## src/logic/scfg_defs.svh

```systemverilog
// Purpose: offsets, reset values and field positions of the synthesizer config slice
// Assumes: 16-bit registers on a 32-bit APB data path
// Notes: offsets are register indices; byte address is four times the index
`ifndef SCFG_DEFS_SVH
`define SCFG_DEFS_SVH

`define SCFG_IDX_CTRL 4'h0
`define SCFG_IDX_PINCAL 4'h1
`define SCFG_IDX_RSV2 4'h2
`define SCFG_IDX_RSV3 4'h3
`define SCFG_IDX_RSV4 4'h4
`define SCFG_IDX_RSV5 4'h5
`define SCFG_IDX_RSV6 4'h6
`define SCFG_IDX_RSV7 4'h7
`define SCFG_IDX_STATUS 4'h8
`define SCFG_NUM_WORDS 8

`define SCFG_RST_CTRL 16'h0004
`define SCFG_RST_PINCAL 16'h080C
`define SCFG_RST_RSV2 16'h0500
`define SCFG_RST_RSV3 16'h0642
`define SCFG_RST_RSV4 16'h0A43
`define SCFG_RST_RSV5 16'h00C8
`define SCFG_RST_RSV6 16'hC802
`define SCFG_RST_RSV7 16'h00B2

`define SCFG_REQ_PINCAL_HI 12'h080
`define SCFG_REQ_RSV4 16'h0E43
`define SCFG_REQ_RSV5 16'h03E8
`define SCFG_REQ_RSV6 16'h7802

`define SCFG_BIT_REGRESET 1
`define SCFG_BIT_FUNCSEL 2
`define SCFG_BIT_PINDRIVE 3
`define SCFG_DIV_MSB 2
`define SCFG_DIV_LSB 0
`define SCFG_HI_MSB 15
`define SCFG_HI_LSB 4

`define SCFG_ZERO16 16'h0000
`define SCFG_ZERO32 32'h0000_0000

`endif

```

## src/logic/scfg_pkg.sv

```systemverilog
// Purpose: shared types of the synthesizer config slice
// Assumes: included header supplies the numbers
// Notes: types only
package scfg_pkg;
  typedef struct packed {
    logic [15:0] addr;
    logic write;
    logic [31:0] wdata;
  } scfg_req_s;
  typedef logic [15:0] scfg_word_t;
endpackage

```

## src/logic/scfg_word_file.sv

```systemverilog
// Purpose: eight 16-bit configuration words with per-word reset values
// Assumes: one write port, one registered read port
// Notes: soft clear restores every word to its default
`timescale 1ns/100ps
`include "scfg_defs.svh"
module scfg_word_file (
  // clock and reset
  input wire logic clk,
  input wire logic resetn,
  // soft register reset
  input wire logic soft_clr,
  // write port
  input wire logic wr_en,
  input wire logic [2:0] wr_idx,
  input wire scfg_pkg::scfg_word_t wr_data,
  // read port
  input wire logic [2:0] rd_idx,
  output scfg_pkg::scfg_word_t rd_data,
  // live word of index one
  output scfg_pkg::scfg_word_t pincal_word
);
  localparam logic [15:0] RST_VALS [0:7] = '{`SCFG_RST_CTRL, `SCFG_RST_PINCAL, `SCFG_RST_RSV2,
    `SCFG_RST_RSV3, `SCFG_RST_RSV4, `SCFG_RST_RSV5, `SCFG_RST_RSV6, `SCFG_RST_RSV7};
  scfg_pkg::scfg_word_t word_reg [0:7];
  scfg_pkg::scfg_word_t rd_data_reg;

  // one word per entry; word 0 is unused here but kept so indices match offsets
  genvar gi;
  generate
    for (gi = 0; gi < `SCFG_NUM_WORDS; gi = gi + 1) begin : g_word
      always_ff @(posedge clk or negedge resetn) begin
        if (!resetn) begin
          word_reg[gi] <= RST_VALS[gi];
        end else if (soft_clr) begin
          word_reg[gi] <= RST_VALS[gi];
        end else if (wr_en && wr_idx == 3'(gi)) begin
          word_reg[gi] <= wr_data;
        end
      end
    end
  endgenerate

  // read data comes from a register so the bus sees a stable value
  always_ff @(posedge clk or negedge resetn) begin
    if (!resetn) begin
      rd_data_reg <= `SCFG_ZERO16;
    end else begin
      rd_data_reg <= word_reg[rd_idx];
    end
  end

  assign rd_data = rd_data_reg;
  assign pincal_word = word_reg[1];
endmodule

```

## src/logic/scfg_cal_clk_div.sv

```systemverilog
// Purpose: calibration state-machine clock enable from the reference clock
// Assumes: reference clock is CLK; output is a one-cycle tick per divided period
// Notes: divide by two to the power of the field; field 0 ticks every cycle
`timescale 1ns/100ps
module scfg_cal_clk_div (
  // clock and reset
  input wire logic clk,
  input wire logic resetn,
  // ratio exponent
  input wire logic [2:0] div_exp,
  // outputs
  output logic sm_tick,
  output logic sm_clk_level
);
  logic [7:0] cnt_reg;
  logic [7:0] cnt_next;
  logic [7:0] last_val;
  logic sm_tick_reg;
  logic sm_lvl_reg;

  // terminal count is 2^n - 1
  assign last_val = 8'((9'h001 << div_exp) - 9'h001);
  assign cnt_next = (cnt_reg >= last_val) ? 8'h00 : 8'(cnt_reg + 8'h01);

  // a shrinking ratio restarts at zero rather than running past the terminal count
  always_ff @(posedge clk or negedge resetn) begin
    if (!resetn) begin
      cnt_reg <= 8'h00;
      sm_tick_reg <= 1'b0;
      sm_lvl_reg <= 1'b0;
    end else begin
      cnt_reg <= cnt_next;
      sm_tick_reg <= (cnt_reg >= last_val);
      sm_lvl_reg <= (div_exp == 3'h0) ? ~sm_lvl_reg : (cnt_next < (last_val >> 1) + 8'h01);
    end
  end

  assign sm_tick = sm_tick_reg;
  assign sm_clk_level = sm_lvl_reg;
endmodule

```

## src/logic/scfg_regs.sv

```systemverilog
// Purpose: APB register slice, words 0 to 7, status word 8, status pin drive and calibration clock divider
// Assumes: APB slave, zero wait states, 16-bit words in the low half of the data bus
// Notes: byte address is four times the word index; other addresses read zero, ignore writes
//
// The APB slave port was decided locally.
`timescale 1ns/100ps
`include "scfg_defs.svh"
module scfg_regs (
  // clock and reset
  input wire logic CLK,
  input wire logic RESETN,
  // apb slave
  input wire logic PSEL,
  input wire logic PENABLE,
  input wire logic PWRITE,
  input wire logic [15:0] PADDR,
  input wire logic [31:0] PWDATA,
  output logic [31:0] PRDATA,
  output logic PREADY,
  output logic PSLVERR,
  // status sources
  input wire logic LOCK_IN,
  input wire logic READBACK_IN,
  // multiplexed status pin
  output logic STATUS_PIN_O,
  output logic STATUS_PIN_OE,
  // calibration clock
  output logic SM_TICK,
  output logic SM_CLK,
  // programming health, set when words 4 to 6 hold their required values and the word 1 upper-field error flag is clear
  output logic RSV_PROGRAMMED
);
  scfg_pkg::scfg_req_s req;
  logic [15:0] ctrl_reg;
  logic [15:0] ctrl_next;
  logic lock_meta_reg;
  logic lock_sync_reg;
  logic rb_meta_reg;
  logic rb_sync_reg;
  logic pin_o_reg;
  logic pin_oe_reg;
  logic hi_err_reg;
  logic hi_err_next;
  scfg_pkg::scfg_word_t file_rd;
  scfg_pkg::scfg_word_t pincal;
  logic [31:0] prdata_reg;

  // request bundle and address decode
  assign req = '{addr: PADDR, write: PWRITE, wdata: PWDATA};
  wire [13:0] word_idx = req.addr[15:2];
  wire aligned = (req.addr[1:0] == 2'b00);
  wire hit_ctrl = aligned && (word_idx == 14'(`SCFG_IDX_CTRL));
  wire hit_file = aligned && (word_idx >= 14'(`SCFG_IDX_PINCAL)) && (word_idx <= 14'(`SCFG_IDX_RSV7));
  wire hit_status = aligned && (word_idx == 14'(`SCFG_IDX_STATUS));
  wire mapped = hit_ctrl || hit_file || hit_status;
  wire access = PSEL && PENABLE;
  wire setup = PSEL && !PENABLE;
  wire wr_ctrl = access && req.write && hit_ctrl;
  wire wr_file = access && req.write && hit_file;
  wire soft_rst = ctrl_reg[`SCFG_BIT_REGRESET];

  // word 0 holds only reset and function select in this slice
  always_comb begin
    ctrl_next = ctrl_reg;
    if (wr_ctrl) begin
      ctrl_next = `SCFG_ZERO16;
      ctrl_next[`SCFG_BIT_REGRESET] = req.wdata[`SCFG_BIT_REGRESET];
      ctrl_next[`SCFG_BIT_FUNCSEL] = req.wdata[`SCFG_BIT_FUNCSEL];
    end else if (soft_rst) begin
      ctrl_next[`SCFG_BIT_FUNCSEL] = 1'(`SCFG_RST_CTRL >> `SCFG_BIT_FUNCSEL);
    end
  end

  // the reset bit itself stays set until software clears it, so the slice is held meanwhile
  always_ff @(posedge CLK or negedge RESETN) begin
    if (!RESETN) begin
      ctrl_reg <= `SCFG_RST_CTRL;
    end else begin
      ctrl_reg <= ctrl_next;
    end
  end

  // words 1 to 7 with per-word defaults
  scfg_word_file u_words (
    .clk(CLK),
    .resetn(RESETN),
    .soft_clr(soft_rst),
    .wr_en(wr_file),
    .wr_idx(word_idx[2:0]),
    .wr_data(req.wdata[15:0]),
    .rd_idx(word_idx[2:0]),
    .rd_data(file_rd),
    .pincal_word(pincal)
  );

  // divider counter keeps running while the soft reset bit is set; only its tick and clock outputs are gated low
  wire div_rstn = RESETN;
  logic sm_tick_raw;
  logic sm_lvl_raw;
  scfg_cal_clk_div u_div (
    .clk(CLK),
    .resetn(div_rstn),
    .div_exp(pincal[`SCFG_DIV_MSB:`SCFG_DIV_LSB]),
    .sm_tick(sm_tick_raw),
    .sm_clk_level(sm_lvl_raw)
  );
  assign SM_TICK = sm_tick_raw && !soft_rst;
  assign SM_CLK = sm_lvl_raw && !soft_rst;

  // external status sources are asynchronous; two flops before use
  always_ff @(posedge CLK or negedge RESETN) begin
    if (!RESETN) begin
      lock_meta_reg <= 1'b0;
      lock_sync_reg <= 1'b0;
      rb_meta_reg <= 1'b0;
      rb_sync_reg <= 1'b0;
    end else begin
      lock_meta_reg <= LOCK_IN;
      lock_sync_reg <= lock_meta_reg;
      rb_meta_reg <= READBACK_IN;
      rb_sync_reg <= rb_meta_reg;
    end
  end

  // pin source and drive, registered so the pad sees glitch-free levels
  wire pin_src = ctrl_reg[`SCFG_BIT_FUNCSEL] ? lock_sync_reg : rb_sync_reg;
  wire pin_drive = pincal[`SCFG_BIT_PINDRIVE];
  always_ff @(posedge CLK or negedge RESETN) begin
    if (!RESETN) begin
      pin_o_reg <= 1'b0;
      pin_oe_reg <= 1'b0;
    end else begin
      pin_o_reg <= pin_src;
      pin_oe_reg <= pin_drive;
    end
  end
  assign STATUS_PIN_O = pin_o_reg;
  assign STATUS_PIN_OE = pin_oe_reg;

  // flags a word 1 write whose upper field is not the required constant; software's duty, shown only
  assign hi_err_next = wr_file && (word_idx[2:0] == 3'(`SCFG_IDX_PINCAL))
    ? (req.wdata[`SCFG_HI_MSB:`SCFG_HI_LSB] != `SCFG_REQ_PINCAL_HI) : hi_err_reg;
  always_ff @(posedge CLK or negedge RESETN) begin
    if (!RESETN) begin
      hi_err_reg <= 1'b0;
    end else if (soft_rst) begin
      hi_err_reg <= 1'b0;
    end else begin
      hi_err_reg <= hi_err_next;
    end
  end

  // reserved words compare against the values software must load before normal use
  logic rsv4_ok;
  logic rsv5_ok;
  logic rsv6_ok;
  logic [15:0] shadow4_reg;
  logic [15:0] shadow5_reg;
  logic [15:0] shadow6_reg;
  always_ff @(posedge CLK or negedge RESETN) begin
    if (!RESETN) begin
      shadow4_reg <= `SCFG_RST_RSV4;
      shadow5_reg <= `SCFG_RST_RSV5;
      shadow6_reg <= `SCFG_RST_RSV6;
    end else if (soft_rst) begin
      shadow4_reg <= `SCFG_RST_RSV4;
      shadow5_reg <= `SCFG_RST_RSV5;
      shadow6_reg <= `SCFG_RST_RSV6;
    end else if (wr_file) begin
      if (word_idx[2:0] == 3'(`SCFG_IDX_RSV4)) begin
        shadow4_reg <= req.wdata[15:0];
      end else if (word_idx[2:0] == 3'(`SCFG_IDX_RSV5)) begin
        shadow5_reg <= req.wdata[15:0];
      end else if (word_idx[2:0] == 3'(`SCFG_IDX_RSV6)) begin
        shadow6_reg <= req.wdata[15:0];
      end
    end
  end
  assign rsv4_ok = (shadow4_reg == `SCFG_REQ_RSV4);
  assign rsv5_ok = (shadow5_reg == `SCFG_REQ_RSV5);
  assign rsv6_ok = (shadow6_reg == `SCFG_REQ_RSV6);
  assign RSV_PROGRAMMED = rsv4_ok && rsv5_ok && rsv6_ok && !hi_err_reg;

  // read data is captured in the setup cycle so it is valid during the access phase
  wire [31:0] status_word = {28'h0000000, hi_err_reg, rsv6_ok, rsv5_ok, rsv4_ok};
  wire [31:0] rd_mux = hit_ctrl ? {16'h0000, ctrl_reg} : hit_status ? status_word : `SCFG_ZERO32;
  logic sel_file_reg;
  always_ff @(posedge CLK or negedge RESETN) begin
    if (!RESETN) begin
      prdata_reg <= `SCFG_ZERO32;
      sel_file_reg <= 1'b0;
    end else if (setup) begin
      prdata_reg <= rd_mux;
      sel_file_reg <= hit_file;
    end
  end

  // word file output is already registered from the setup-cycle address
  assign PRDATA = sel_file_reg ? {16'h0000, file_rd} : prdata_reg;
  assign PREADY = 1'b1;
  assign PSLVERR = access && !mapped;

  // status pin floats whenever the drive bit is clear
  pin_float_a: assert property (@(posedge CLK) disable iff (!RESETN)
    !$past(pincal[`SCFG_BIT_PINDRIVE]) |-> !STATUS_PIN_OE) else $error("status pin driven while disabled");

  // pin carries lock when function select is set
  pin_lock_a: assert property (@(posedge CLK) disable iff (!RESETN)
    $past(ctrl_reg[`SCFG_BIT_FUNCSEL]) |-> STATUS_PIN_O == $past(lock_sync_reg))
    else $error("status pin not lock");

  // soft reset returns word 4 to its default
  soft_clear_a: assert property (@(posedge CLK) disable iff (!RESETN)
    soft_rst |=> (shadow4_reg == `SCFG_RST_RSV4)) else $error("word 4 not restored");

  // a write to word 5 lands in its shadow on the next cycle
  word_hold_a: assert property (@(posedge CLK) disable iff (!RESETN)
    (wr_file && word_idx[2:0] == 3'(`SCFG_IDX_RSV5) && !soft_rst) |=> shadow5_reg == $past(req.wdata[15:0]))
    else $error("word 5 write lost");

  // with field 1, tick spacing is two: a tick is never followed by another
  tick_rate_a: assert property (@(posedge CLK) disable iff (!RESETN || soft_rst)
    (pincal[2:0] == 3'h1 && $stable(pincal) && sm_tick_raw) |=> !sm_tick_raw)
    else $error("divide by two ticks too often");

  // loading the required word 4 value is recognised on the next cycle
  req_val_a: assert property (@(posedge CLK) disable iff (!RESETN)
    (wr_file && word_idx[2:0] == 3'(`SCFG_IDX_RSV4) && req.wdata[15:0] == `SCFG_REQ_RSV4 && !soft_rst)
    |=> rsv4_ok) else $error("word 4 required value not recognised");

  // the word 6 shadow must track the stored word, or the health flag lies
  req_six_a: assert property (@(posedge CLK) disable iff (!RESETN)
    shadow6_reg == u_words.word_reg[6]) else $error("word 6 shadow out of step");

  // unmapped access reports an error
  bad_addr_a: assert property (@(posedge CLK) disable iff (!RESETN)
    (access && !mapped) |-> PSLVERR && PREADY) else $error("unmapped access not flagged");
endmodule

```

## config.mk

```make
export PLATFORM = sky130hd
export DESIGN_NAME = scfg_regs
export DESIGN_NICKNAME = d
export VERILOG_FILES = /design/src/logic/scfg_pkg.sv /design/src/logic/scfg_word_file.sv /design/src/logic/scfg_cal_clk_div.sv /design/src/logic/scfg_regs.sv
export VERILOG_INCLUDE_DIRS = /design/src /design/src/logic
export SDC_FILE = /design/constraint.sdc
export NUM_CORES = 1
export LEC_CHECK = 0
export BUFFER_PORTS_ARGS = -buffer_cell sky130_fd_sc_hd__buf_4
export CAP_MARGIN = 20
export CORE_MARGIN = 1
export CORE_UTILIZATION = 34
export DETAILED_ROUTE_END_ITERATION = 7
export HOLD_SLACK_MARGIN = 0.03
export SETUP_SLACK_MARGIN = 0.05
export SLEW_MARGIN = 10
export SYNTH_ARGS = -nofsm -noshare
export SYNTH_HDL_FRONTEND = slang
export SYNTH_SLANG_ARGS = --single-unit
```

## constraint.sdc

```tcl
create_clock -name CLK -period 4.7 [get_ports CLK]
set_clock_uncertainty 0.1 [all_clocks]
set_input_delay 0.47 -clock CLK [delete_from_list [all_inputs] [get_ports CLK]]
set_output_delay 0.47 -clock CLK [all_outputs]
set_load 0.01 [all_outputs]
```

==> results_dict.tcl <==
set metrics [dict create \
    num_antenna_cells 0 \
    end_kind "register" \
    routedWlPerCell_um 19.2 \
    largest_register_ffs 112 \
    cpMostUsedCell "ha_1" \
    p_switching_uw 1040 \
    gp_congestion 0.774 \
    cts_hold_buf 3 \
    clock_latency_ns 0.51 \
    status "finished with violations" \
    fmax_mhz 268 \
    drt-initial-drc-count 521 \
    total_power_uw 4380 \
    violations "DRC" \
    routed_wl_um 27100 \
    cp_slowest_cell "a2111oi_0" \
    critPathArrivalTime_ns 4.04 \
    syn_to_final_growth_pct 15.2 \
    cts-root-buf "clkbuf_16" \
    synth_seq_area_share 0.507 \
    synth_cells 964 \
    finalCritPeriodShare 0.794 \
    synth_cell_types 54 \
    place_ws_ns 0.865 \
    final_antenna_net_count 0 \
    grt_pass1_vias 7516 \
    num-fill-cells 2968 \
    cts_tree "yes" \
    via_per_inst 5.18 \
    die_w_um 180 \
    rsz0062_at_grt "false" \
    post-cts-setup-buffers 0 \
    holdCritPathClass "input pin to register" \
    synthArstFlopShare 1.00 \
    synth-edff-count 0 \
    final_common_cell "dfrtp_1" \
    ir_drop_uv 218 \
    holdPathStages 2 \
    crit_required_ns 5.01 \
    crit_chain "nor3_1 > inv_1 > ha_1 > nand2b_1 > a2111oi_0 > o31ai_1 > buf_2 > nor2_1 > ha_1 > a21o_1 > a211oi_1 > nand3_1 > o21ai_0" \
    cts_buffers 24 \
    hold_slack_ns 0.123 \
    path_clk_slew_ns 0.06 \
    grt.total_usage 0.171 \
    grt_max_degree 128 \
    cts_resized 0 \
    core_um2 30800 \
    drt_first_pass_iters 7 \
    grt_overflow 0 \
    powerDensity_nw_per_um2 353 \
    hpwl_um 17200 \
    slew_headroom 0.313 \
    cap_violations 0 \
    min_period_ns 3.73 \
    vias 7325 \
    yosysTopAreaCellShare 0.412 \
    cts.sinks 216 \
    ys_ff_latch 216 \
    grt_first_pass_wirelength_um 44000 \
    synth.cell_area_um2 10700 \
    ys_top_cells_by_area "dfrtp_1, dfstp_2, nand2b_1" \
    clockPowerShare 0.463 \
    pin_count 94 \
    worst_setup_path_start_kind "register" \
    leakage_uw 0.00580 \
    p_comb_frac 0.095 \
    antenna_found_initial 0 \
    internal_power_uw 3330 \
    power_frac_seq 0.441 \
    io_buffers 60 \
    syn_area_per_cell_um2 11.2 \
    synth_ff_type "dfrtp_1" \
    worstSetupPathType "register to register" \
    cts_max_level 1 \
    final.setup.tns_ns 0 \
    path_buf_inv 2 \
    layout_common_cells "dfrtp_1, nand2b_1, mux2i_1, buf_4, o21ai_0" \
    worst_slack_ns 0.967 \
    drcViolationCount 12 \
    worst_pin_slew_ns 1.03 \
    die_area_um2 32300 \
    worstSetupPathDepth 13 \
    crit_fanout 11 \
    nets 1073 \
    yosys_warnings 0 \
    reg2reg_depth 13 \
    initial_core_util 0.349 \
    slowest_delay_ns 0.54 \
    drive_gt1_frac 0.205 \
    path_delay_family "compound AO/OA/AOI/OAI gates" \
    p_sw_frac 0.239 \
    report.final.slew_viol_count 0 \
    finalHoldViolations 0 \
    die_h_um 180 \
    synth_top_area_cell "dfrtp_1" \
    rows 64 \
    clock_path_buffers 3 \
    setup_viol 0 \
]
cell families (layout without fill, tap and decap cells):
group / count (synthesis) / after routing / synth area share
simple gates: 399 / 399 / 0.214
flops: 216 / 216 / 0.507
mux: 118 / 118 / 0.148
compound gates: 108 / 108 / 0.0597
buf+inv: 97 / 135 / 0.0446
fa+ha+maj: 17 / 17 / 0.0198
xor+xnor: 7 / 7 / 0.00570
other cells: 2 / 19 / 0.000699
synthesized netlist by cell type (all sizes together), types with 3 or more instances:
master and instances:
dfstp 39, nor4b 5, mux2i 80, or4 4, or2 4, dfrtp 177
xnor2 5, a41o 3, nor2b 32, o31a 6, or3 4, nor2 50
nand4 37, nor4 11, nand3 15, buf 37, inv 11, and2 12
nand2b 143, a21oi 5, nand2 64, a21o 8, clkbuf 49, and4b 4
mux4 32, o21ai 73, nor3 9, and4 3, mux2 6, ha 17
layer usage:
metal / up-vias / part of all wire / track usage
li1: 3426 / - / -
met1: 3643 / 0.47 / 0.241
met2: 226 / 0.45 / 0.271
met3: 30 / 0.061 / 0.0369
met4: 0 / 0.017 / 0.0352
met5: - / 0 / 0
final cells by class:
type / count / area [µm²] / share of cell area
repair buffers: 80 / 626 / 0.0505
clock buffers: 37 / 751 / 0.0606
well taps: 396 / 495 / 0.0400
inverters: 11 / 41.3 / 0.00334
flip-flops and latches: 216 / 5460 / 0.441
clock inverters: 7 / 116 / 0.00940
multi-input cells: 668 / 4890 / 0.395
power by group through the flow:
stage / logic, µW / clock network [µW] / registers (µW)
finish: 417 / 2030 / 1930
CTS: 418 / 2060 / 1930
floorplan: 263 / 0 / 1960
detailed placement: 414 / 0 / 1960
global route: 476 / 2140 / 1940
global placement: 414 / 0 / 1960
stage by stage:
| stage | instance area (µm²) | cells | util |
|---|---|---|---|
| global placement | 11500 | 1367 | 0.372 |
| finish | 12400 | 1415 | 0.402 |
| detailed placement | 11500 | 1367 | 0.372 |
| global route | 12400 | 1415 | 0.402 |
| floorplan | 10800 | 981 | - |
| CTS | 12400 | 1414 | 0.401 |
worst paths after layout:
path                                   startpoint                 end  slack (ns)
max                        u_words.pincal_word[1]  u_div.sm_clk_level        0.97
min                                      PADDR[5]        sel_file_reg        0.12
max reg2reg                u_words.pincal_word[1]  u_div.sm_clk_level        0.97
min reg2reg                         lock_meta_reg       lock_sync_reg        0.25
max in group asynchronous                  RESETN      shadow5_reg[7]        2.96
min in group asynchronous                  RESETN       u_div.sm_tick        0.53
(Power assumes the default switching activity.)
